$ cat config.mk
export PLATFORM = sky130hd
export DESIGN_NAME = hmws_top
export DESIGN_NICKNAME = d
export VERILOG_FILES = /design/src/core/hmws_pkg.sv /design/src/core/hmws_cnt_if.sv /design/src/core/hmws_counter.sv /design/src/core/hmws_top.sv
export VERILOG_INCLUDE_DIRS = /design/src /design/src/core
export SDC_FILE = /design/constraint.sdc
export NUM_CORES = 1
export LEC_CHECK = 0
export BUFFER_PORTS_ARGS = -buffer_cell sky130_fd_sc_hd__buf_2
export CELL_PAD_IN_SITES_DETAIL_PLACEMENT = 1
export CELL_PAD_IN_SITES_GLOBAL_PLACEMENT = 2
export CORE_ASPECT_RATIO = 2
export CORE_MARGIN = 2
export CORE_UTILIZATION = 43
export CTS_BUF_LIST = sky130_fd_sc_hd__clkbuf_4
export CTS_CLUSTER_SIZE = 28
export DETAILED_ROUTE_END_ITERATION = 10
export MAX_ROUTING_LAYER = met4
export PLACE_DENSITY = 0.95
export SYNTH_ARGS = -nofsm -noshare
export SYNTH_HDL_FRONTEND = slang
export SYNTH_SLANG_ARGS = --single-unit
$ cat constraint.sdc
create_clock -name clk -period 4.86 [get_ports clk]
set_clock_uncertainty 0.2 [all_clocks]
set_input_delay 0.486 -clock clk [delete_from_list [all_inputs] [get_ports clk]]
set_output_delay 0.486 -clock clk [all_outputs]
set_load 0.1 [all_outputs]
$ cat src/core/hmws_regs.svh
`ifndef HMWS_REGS_SVH
`define HMWS_REGS_SVH

// System clocks the core clock keeps running after the halt request
`define HMWS_FLUSH_SHORT 7'h20
`define HMWS_FLUSH_LONG 7'h40
// System clocks from the entry instruction to the clock output going low
`define HMWS_CLKOUT_LOW_MIN 7'h20
`define HMWS_CLKOUT_LOW_MAX 7'h2d
// Lock interval in oscillator clocks (131072)
`define HMWS_LOCK_OSC 18'h20000
// System clocks from lock to execution resume
`define HMWS_RESUME_RAM 18'h00023
`define HMWS_RESUME_FLASH 18'h00465
// Default clk cycles per oscillator clock
`define HMWS_OSC_DIV 8'h0a

`endif

$ cat src/core/hmws_pkg.sv
package hmws_pkg;

  // Sequencer states
  typedef enum logic [2:0] {
    ST_RUN,
    ST_FLUSH,
    ST_HALT,
    ST_OSC_WAIT,
    ST_LOCK,
    ST_RESUME
  } hmws_state_t;

  typedef logic [17:0] hmws_cnt_t;
  typedef logic [6:0] hmws_flush_t;

endpackage : hmws_pkg

$ cat src/core/hmws_cnt_if.sv
`timescale 1ns/1ns

// Control of the shared interval counter
interface hmws_cnt_if;
  logic load;
  hmws_pkg::hmws_cnt_t load_val;
  logic tick;
  logic done;

  modport ctl (output load, output load_val, output tick, input done);
  modport cnt (input load, input load_val, input tick, output done);
endinterface : hmws_cnt_if

$ cat src/core/hmws_counter.sv
`timescale 1ns/1ns

module hmws_counter (
  input wire logic clk,
  input wire logic rstn,
  hmws_cnt_if.cnt bus
);

  hmws_pkg::hmws_cnt_t count;
  hmws_pkg::hmws_cnt_t next_count;

  // Load wins over a tick so a fresh interval always starts at its full length
  always_comb begin
    next_count = count;
    if (bus.load) begin
      next_count = bus.load_val;
    end else if (bus.tick && (count != 18'h00000)) begin
      next_count = count - 18'h00001;
    end
  end

  always_ff @(posedge clk or negedge rstn) begin
    if (!rstn) begin
      count <= 18'h00000;
    end else begin
      count <= next_count;
    end
  end

  // Done is a level while the count stands at zero
  assign bus.done = (count == 18'h00000);

endmodule : hmws_counter

$ cat src/core/hmws_top.sv
// Operation
// - Entry instruction with deepest mode selected starts the halt entry sequence.
// - System clock keeps running 32 cycles, or 64 with clock halve set.
// - Clock output goes low 32 to 45 system clocks after entry.
// - Halt stops peripheral clocks, PLL, and oscillator when a crystal is used.
// - Falling wake pin edge restarts the oscillator and starts the wake sequence.
// - Stable oscillator is followed by 131072 oscillator clocks of lock wait.
// - Full lock wait applies even with the PLL disabled or bypassed.
// - After lock, clocks return, halt ends, wake interrupt follows if enabled.
// - Execution resumes 35 clocks after lock from RAM, 1125 from sleeping flash.
`timescale 1ns/1ns
`include "hmws_regs.svh"

module hmws_top #(
  parameter logic [17:0] LOCK_CYCLES = `HMWS_LOCK_OSC,
  parameter logic [7:0] OSC_DIV = `HMWS_OSC_DIV
) (
  input wire logic clk,
  input wire logic rstn,
  input wire logic idle_exec,
  input wire logic halt_mode_sel,
  input wire logic input_clock_halve_select,
  input wire logic crystal_used,
  input wire logic pll_bypass,
  input wire logic run_from_flash,
  input wire logic wake_int_en,
  input wire logic wake_gpio_pin,
  input wire logic external_reset_pin_n,
  input wire logic osc_stable,
  output logic system_clock_en,
  output logic clock_output_en,
  output logic core_clk_en,
  output logic periph_clk_en,
  output logic pll_power_down,
  output logic osc_power_down,
  output logic in_halt,
  output logic exec_resume,
  output logic wake_int_req
);

  // ****************************************************************
  // Pin synchronisers
  // ****************************************************************
  logic [2:0] pin_meta;
  logic [2:0] pin_sync;
  logic wake_pin_prev;
  logic wake_fall;
  logic reset_pin_low;
  logic osc_ok;

  // Pins are asynchronous; first stage feeds only the second stage
  always_ff @(posedge clk or negedge rstn) begin
    if (!rstn) begin
      pin_meta <= 3'h7;
      pin_sync <= 3'h7;
      wake_pin_prev <= 1'b1;
    end else begin
      pin_meta <= {osc_stable, external_reset_pin_n, wake_gpio_pin};
      pin_sync <= pin_meta;
      wake_pin_prev <= pin_sync[0];
    end
  end

  assign wake_fall = wake_pin_prev && !pin_sync[0];
  assign reset_pin_low = !pin_sync[1];
  assign osc_ok = pin_sync[2];

  // ****************************************************************
  // Oscillator clock enable
  // ****************************************************************
  logic [7:0] div_cnt;
  logic [7:0] next_div_cnt;
  logic osc_tick;
  logic next_osc_tick;

  // One-cycle pulse per oscillator period, used to pace the lock wait
  always_comb begin
    next_div_cnt = div_cnt + 8'h01;
    next_osc_tick = 1'b0;
    if (div_cnt >= (OSC_DIV - 8'h01)) begin
      next_div_cnt = 8'h00;
      next_osc_tick = 1'b1;
    end
  end

  always_ff @(posedge clk or negedge rstn) begin
    if (!rstn) begin
      div_cnt <= 8'h00;
      osc_tick <= 1'b0;
    end else begin
      div_cnt <= next_div_cnt;
      osc_tick <= next_osc_tick;
    end
  end

  // ****************************************************************
  // Halt sequencer
  // ****************************************************************
  hmws_cnt_if cnt_bus ();

  hmws_counter u_counter (
    .clk(clk),
    .rstn(rstn),
    .bus(cnt_bus)
  );

  hmws_pkg::hmws_state_t state;
  hmws_pkg::hmws_state_t next_state;
  hmws_pkg::hmws_flush_t flush_cnt;
  hmws_pkg::hmws_flush_t next_flush_cnt;
  hmws_pkg::hmws_flush_t flush_len;
  logic next_system_clock_en;
  logic next_clock_output_en;
  logic next_core_clk_en;
  logic next_periph_clk_en;
  logic next_pll_power_down;
  logic next_osc_power_down;
  logic next_in_halt;
  logic next_exec_resume;
  logic next_wake_int_req;

  // Flush length follows the clock halve select
  assign flush_len = input_clock_halve_select ? `HMWS_FLUSH_LONG : `HMWS_FLUSH_SHORT;

  // Next state and outputs
  always_comb begin
    next_state = state;
    next_flush_cnt = flush_cnt;
    next_system_clock_en = system_clock_en;
    next_clock_output_en = clock_output_en;
    next_core_clk_en = core_clk_en;
    next_periph_clk_en = periph_clk_en;
    next_pll_power_down = pll_power_down;
    next_osc_power_down = osc_power_down;
    next_in_halt = in_halt;
    next_exec_resume = 1'b0;
    next_wake_int_req = 1'b0;
    cnt_bus.load = 1'b0;
    cnt_bus.load_val = LOCK_CYCLES;
    cnt_bus.tick = 1'b0;
    unique case (state)
      hmws_pkg::ST_RUN: begin
        if (idle_exec && halt_mode_sel) begin
          next_state = hmws_pkg::ST_FLUSH;
          next_flush_cnt = 7'h01;
        end
      end
      hmws_pkg::ST_FLUSH: begin
        // Flush count equals the edges seen since entry, so compare the full lengths
        next_flush_cnt = flush_cnt + 7'h01;
        // Fixed at the lower bound, inside the 32 to 45 window
        if (flush_cnt == `HMWS_CLKOUT_LOW_MIN) begin
          next_clock_output_en = 1'b0;
        end
        if (flush_cnt >= flush_len) begin
          next_state = hmws_pkg::ST_HALT;
          next_system_clock_en = 1'b0;
          next_clock_output_en = 1'b0;
          next_core_clk_en = 1'b0;
          next_periph_clk_en = 1'b0;
          next_pll_power_down = 1'b1;
          next_osc_power_down = crystal_used;
          next_in_halt = 1'b1;
        end
      end
      hmws_pkg::ST_HALT: begin
        // Reset pin low also leaves halt; its hold time is the far side's duty
        if (wake_fall || reset_pin_low) begin
          next_state = hmws_pkg::ST_OSC_WAIT;
          next_osc_power_down = 1'b0;
          next_pll_power_down = 1'b0;
        end
      end
      hmws_pkg::ST_OSC_WAIT: begin
        // Source holds the pin low until stable, so a high pin is not an abort
        if (osc_ok || !crystal_used) begin
          next_state = hmws_pkg::ST_LOCK;
          cnt_bus.load = 1'b1;
          cnt_bus.load_val = LOCK_CYCLES;
        end
      end
      hmws_pkg::ST_LOCK: begin
        // Bypass still waits the whole count; pll_bypass is deliberately unused here
        cnt_bus.tick = osc_tick;
        if (cnt_bus.done) begin
          next_state = hmws_pkg::ST_RESUME;
          next_system_clock_en = 1'b1;
          next_clock_output_en = 1'b1;
          next_core_clk_en = 1'b1;
          next_periph_clk_en = 1'b1;
          next_in_halt = 1'b0;
          cnt_bus.load = 1'b1;
          // Less one: the resume pulse is registered a cycle after the count empties
          cnt_bus.load_val = (run_from_flash ? `HMWS_RESUME_FLASH : `HMWS_RESUME_RAM)
            - 18'h00001;
        end
      end
      hmws_pkg::ST_RESUME: begin
        cnt_bus.tick = 1'b1;
        // Wake edges are not looked at until back in halt
        if (cnt_bus.done) begin
          next_state = hmws_pkg::ST_RUN;
          next_exec_resume = 1'b1;
          next_wake_int_req = wake_int_en;
        end
      end
      default: begin
        next_state = hmws_pkg::ST_RUN;
      end
    endcase
  end

  always_ff @(posedge clk or negedge rstn) begin
    if (!rstn) begin
      state <= hmws_pkg::ST_RUN;
      flush_cnt <= 7'h00;
      system_clock_en <= 1'b1;
      clock_output_en <= 1'b1;
      core_clk_en <= 1'b1;
      periph_clk_en <= 1'b1;
      pll_power_down <= 1'b0;
      osc_power_down <= 1'b0;
      in_halt <= 1'b0;
      exec_resume <= 1'b0;
      wake_int_req <= 1'b0;
    end else begin
      state <= next_state;
      flush_cnt <= next_flush_cnt;
      system_clock_en <= next_system_clock_en;
      clock_output_en <= next_clock_output_en;
      core_clk_en <= next_core_clk_en;
      periph_clk_en <= next_periph_clk_en;
      pll_power_down <= next_pll_power_down;
      osc_power_down <= next_osc_power_down;
      in_halt <= next_in_halt;
      exec_resume <= next_exec_resume;
      wake_int_req <= next_wake_int_req;
    end
  end

endmodule : hmws_top

==> summary.txt, run 1 <==
register-to-register setup slack: 1.81 ns
final WL: 5.13 mm
Setup TNS: 0 ns
largest net degree at the start of global routing: 52
Initial Utilization: 0.440
Netlist cell types: 53
CP Data Arrival Time: 3.19 ns
Pwr Total: 1.43 mW
Area growth syn-to-layout: 9.53%
combinational fraction of design power: 0.392
M2 GR Usage: 0.300
io pins: 21
Startpoint Class: flip-flop
commonest non-fill, non-tap cells in the layout: dfrtp_1, nor2_1, buf_2
Final Slew Violations: 0
unrepaired setup endpoints after global routing: false
Final Core Density: 0.482
switching share of power: 0.445
Post-DP Area: 0.00261 mm^2
final setup violation count: 0
setup bufs post-CTS: 0
Final Wtd Congestion: 0.762
Max clock buf depth: 2
Inst Count DP: 319
Post-Layout Inst Area: 0.00270 mm^2
clock period minus worst slack: 3.05 ns
largest area contributor in the netlist: dfrtp_1
wire length per cell: 15.5 um
Peak supply drop: 0.498 mV
global route overflow: 0
slew margin rel.: 0.254
P_sw: 637 uW
yosys warns: 0
die height: 111 um
vias: 1919
nets: 288
H-tree level count: 2
Hold Crit Class: in2async
Post-CTS Hold Buffers: 3
Antenna Nets Post-Route: 0
antenna diode count: 0
vias per cell: 5.82
CTS sink count: 51
top post-synthesis cells by area: dfrtp_1, dfstp_2, nor2_1, ha_1, o21ai_0
final hold violations: 0
Cell Area, Synth: 0.00247 mm^2
Post-Place Worst Slack: 1.85 ns
initial DRC count: 57
worst path required time: 4.99 ns
total internal power: 795 uW
Worst Slack Setup Final: 1.81 ns
CP Capture Type: flip-flop
outcome: completed
crit path max fanout: 15
most common library cell in the layout ignoring fill and taps: dfrtp_1
area of the die: 0.00640 mm^2
Die Width: 57.6 um
Max Cap Viol: 0
vias in the first global route: 2073
PortBufs: 19
antenna violations before repair: 0
post-CTS sizing: 0
PwrDens: 530 mW/mm^2
FFs w/ async S/R, synth: 1.00
drt pass-1 iters: 4
average size of a mapped cell: 10.1 um^2
reg2reg path depth: 7
Num CTS Buffers: 5
GRT Overall Usage: 0.191
CTS Root Cell: clkbuf_4
Worst R2R Start: u_counter.count[0]
Hold WS: 0.0816 ns
met3 Use GR: 0.0338
FF+latch count, synth: 51
Clock Power Share: 0.147
Worst-path clk slew: 0.16 ns
CTS tree: done
share of the synthesized area in the top cell type: 0.426
number of synthesized flops with an enable pin: 0
Worst Tran Pin Value: 1.12 ns
post-synthesis cell count: 244
DRC Markers: 0
first-pass GRT wire length: 9.49 mm
Most Crowded Layer GR: met2
core area: 0.00561 mm^2
static leakage: 1.22 nW
sequential share of power: 0.461
share of layout cells above drive strength 1: 0.167
FP Rows: 39
fin cells: 330
critical path type: reg2reg
Final period util: 0.628
latest clock arrival within the worst-skew pair: 0.39 ns
fmax: 328 MHz
grt met1 use: 0.240
Synth Flop Type: dfrtp_1
Critical R2R Capture: u_counter.count[10]
Final HPWL DP: 3.63 mm
post-synthesis sequential area ratio: 0.522
worst max path at each step:
stage	start	end	slack, ns	cells after the start
4_1_cts	u_counter.count[0]	u_counter.count[10]	1.81	7
2_1_floorplan	state[1]	u_counter.count[13]	2.64	5
3_5_place_dp	u_counter.count[0]	u_counter.count[10]	1.85	7
6_report	u_counter.count[0]	u_counter.count[10]	1.81	7
5_1_grt	u_counter.count[0]	u_counter.count[10]	1.38	7
3_3_place_gp	u_counter.count[0]	u_counter.count[10]	1.95	7
layout make-up:
type / count / area [um^2]
repair buffers: 22 / 125
flip-flops and latches: 51 / 1290
clock inverters: 3 / 26.3
fillers: 645 / 2910
clock buffers: 5 / 37.5
inverters: 12 / 45.0
well taps: 61 / 76.3
multi-input cells: 176 / 1100
cells in the mapped netlist, drive strengths merged, types with 4 or more instances:
cell type	number
clkbuf	5
nand2	17
dfrtp	42
o31ai	4
inv	12
nor2	30
dfstp	9
xnor2	5
nor4	6
ha	8
and3	4
a21oi	14
nand3	7
xor2	4
o21ai	17
power by group through the flow:
stage                     clock (mW)  sequential (mW)  combinational, mW
after floorplan                    0            0.664              0.423
after global placement             0            0.659              0.534
after detailed placement           0            0.669              0.555
after CTS                      0.221            0.659              0.565
after global routing           0.233            0.682              0.646
final                          0.211            0.660              0.561
metal layers:
layer / up-vias / share of wire
li1: 916 / -
met1: 965 / 0.43
met2: 31 / 0.51
met3: 7 / 0.032
met4: 0 / 0.020
met5: - / 0
critical path, stage by stage, from the launching register on:
cell and delay, ns:
dfrtp_1 0.44, inv_1 0.07, ha_1 0.33, nor3b_1 0.43, nand4b_1 0.21, o21ai_1 0.91, o21ai_0 0.23, a21oi_1 0.18
registers in the layout, summed over array words and instances, names as in the netlist, 3 cells and up:
signal           count
div_cnt              8
flush_cnt            7
pin_meta             3
pin_sync             3
state                3
u_counter.count     18
cells by family after synthesis:
family          synth area share
compound gates             0.147
xor+xnor                  0.0319
other cells              0.00152
fa+ha+maj                 0.0406
mux                       0.0167
flops                      0.522
buf+inv                   0.0350
simple gates               0.206
No activity file was read; power rests on OpenSTA's default activity.
==> run 2, diff against run 1 <==
--- a/config.mk
+++ b/config.mk
@@ -11,12 +11,12 @@
 export CELL_PAD_IN_SITES_GLOBAL_PLACEMENT = 2
 export CORE_ASPECT_RATIO = 2
 export CORE_MARGIN = 2
-export CORE_UTILIZATION = 43
+export CORE_UTILIZATION = 36
 export CTS_BUF_LIST = sky130_fd_sc_hd__clkbuf_4
 export CTS_CLUSTER_SIZE = 28
 export DETAILED_ROUTE_END_ITERATION = 10
 export MAX_ROUTING_LAYER = met4
-export PLACE_DENSITY = 0.95
+export PLACE_DENSITY = 0.89
 export SYNTH_ARGS = -nofsm -noshare
 export SYNTH_HDL_FRONTEND = slang
 export SYNTH_SLANG_ARGS = --single-unit
==> constraint.sdc (replaced) <==
create_clock -name clk -period 2.5 [get_ports clk]
set_clock_uncertainty 0.2 [all_clocks]
set_input_delay 0.25 -clock clk [delete_from_list [all_inputs] [get_ports clk]]
set_output_delay 0.25 -clock clk [all_outputs]
set_load 0.1 [all_outputs]
==> summary.txt, run 2 (synthesis gave the netlist of run 1 again) <==
H-tree level count: 2
Crit path buffers/inverters: 0
drt pass-1 iters: 4
Inst Count DP: 365
FP Rows: 42
fmax: 420 MHz
Worst Hold Depth: 4
reg2reg path depth: 5
io pins: 21
Final Core Density: 0.449
vias: 2003
latest clock arrival within the worst-skew pair: 0.38 ns
nets: 310
worst path required time: 2.61 ns
CP max stage delay: 0.53 ns
Pwr Total: 3.16 mW
antenna diode count: 0
CTS Root Cell: clkbuf_4
first-pass GRT wire length: 10.4 mm
outcome: completed
Worst Tran Pin Value: 0.567 ns
DRC Markers: 0
P_sw: 1.29 mW
Final Wtd Congestion: 0.796
global route overflow: 0
CP top delay family: simple AND/OR/NAND/NOR gates
die height: 121 um
register bank with the most flops: u_counter.count
Clock Power Share: 0.185
critical path type: reg2reg
Final Slew Violations: 0
setup bufs post-CTS: 0
Worst R2R Start: state[1]
Crit. Startpoint: state[1]
slowest CP cell: or4_4
area of the die: 0.00757 mm^2
CTS tree: done
Critical R2R Capture: u_counter.count[13]
Peak supply drop: 0.570 mV
CP Capture Type: flip-flop
Setup TNS: 0 ns
CTS sink count: 51
most common library cell in the layout ignoring fill and taps: dfrtp_1
Area growth syn-to-layout: 20.4%
Antenna Nets Post-Route: 0
switching share of power: 0.409
Startpoint Class: flip-flop
fin cells: 379
slew margin rel.: 0.622
GRT Overall Usage: 0.180
Max clock buf depth: 2
sequential share of power: 0.386
Hold Crit Class: in2reg
PwrDens: 1060 mW/mm^2
antenna violations before repair: 0
final WL: 6.04 mm
vias per cell: 5.28
unrepaired setup endpoints after global routing: false
share of layout cells above drive strength 1: 0.223
Worst-path clk slew: 0.15 ns
final setup violation count: 0
CP Depth: 5
total internal power: 1.87 mW
clock period minus worst slack: 2.38 ns
Post-Layout Inst Area: 0.00297 mm^2
Hold WS: 0.104 ns
Post-Place Worst Slack: 0.0857 ns
largest net degree at the start of global routing: 29
register-to-register setup slack: 0.12 ns
combinational fraction of design power: 0.430
Final HPWL DP: 4.45 mm
commonest non-fill, non-tap cells in the layout: dfrtp_1, nor2_1, buf_2
Final period util: 0.952
initial DRC count: 62
final hold violations: 0
crit path max fanout: 9
Num CTS Buffers: 5
Post-DP Area: 0.00280 mm^2
crit path cell chain: nand2b_4 > or4_4 > a211o_4 > or4b_1 > a21oi_1
CP Data Arrival Time: 2.49 ns
static leakage: 1.35 nW
Largest regs: u_counter.count (18), div_cnt (8), flush_cnt (7)
Largest register FFs: 18
vias in the first global route: 2228
Worst Slack Setup Final: 0.120 ns
core area: 0.00662 mm^2
Initial Utilization: 0.373
crit path to: u_counter.count[13]
PortBufs: 19
wire length per cell: 15.9 um
Max Cap Viol: 0
Die Width: 62.5 um
## run 2: worst min path at each step
stage | startpoint | to | slack, ns
2_1_floorplan | rstn | div_cnt[0] | -0.25
4_1_cts | halt_mode_sel | state[0] | 0.08
3_3_place_gp | rstn | u_counter.count[6] | 0.08
6_report | halt_mode_sel | state[0] | 0.10
5_1_grt | halt_mode_sel | state[0] | 0.11
3_5_place_dp | rstn | u_counter.count[6] | 0.08
## run 2: layout make-up
class | count | area, um^2
fillers | 807 | 3650
flip-flops and latches | 51 | 1290
multi-input cells | 176 | 1110
repair buffers | 44 | 310
well taps | 88 | 110
clock inverters | 3 | 67.6
inverters | 12 | 45.0
clock buffers | 5 | 37.5
## run 2: repair_timing
item / CTS / global route
endpoints found under the hold margin: 25 / 0
hold buffers: 6 / 0
setup endpoints to repair: 0 / 1
gates resized for setup: 0 / 2
## run 2: power by group through the flow
| stage | registers [mW] | clock network [mW] | logic (mW) |
|---|---|---|---|
| floorplan | 1.29 | 0 | 0.822 |
| CTS | 1.22 | 0.603 | 1.36 |
| global placement | 1.22 | 0 | 1.28 |
| finish | 1.22 | 0.583 | 1.36 |
| detailed placement | 1.23 | 0 | 1.33 |
| global route | 1.25 | 0.626 | 1.52 |
## run 2: metal layers
metal  GRT usage  share of wire  vias up  routed length [um]
li1            -              -      954                   -
met1       0.172           0.35     1020                2100
met2       0.348           0.61       22                3710
met3      0.0250          0.017        7                 104
met4      0.0833          0.021        0                 127
met5           -              0        -                   0
## run 2: tightest hold or removal path: stages
cell	delay [ns]
buf_2	0.10
nand2_1	0.10
o21a_1	0.13
o32ai_1	0.07
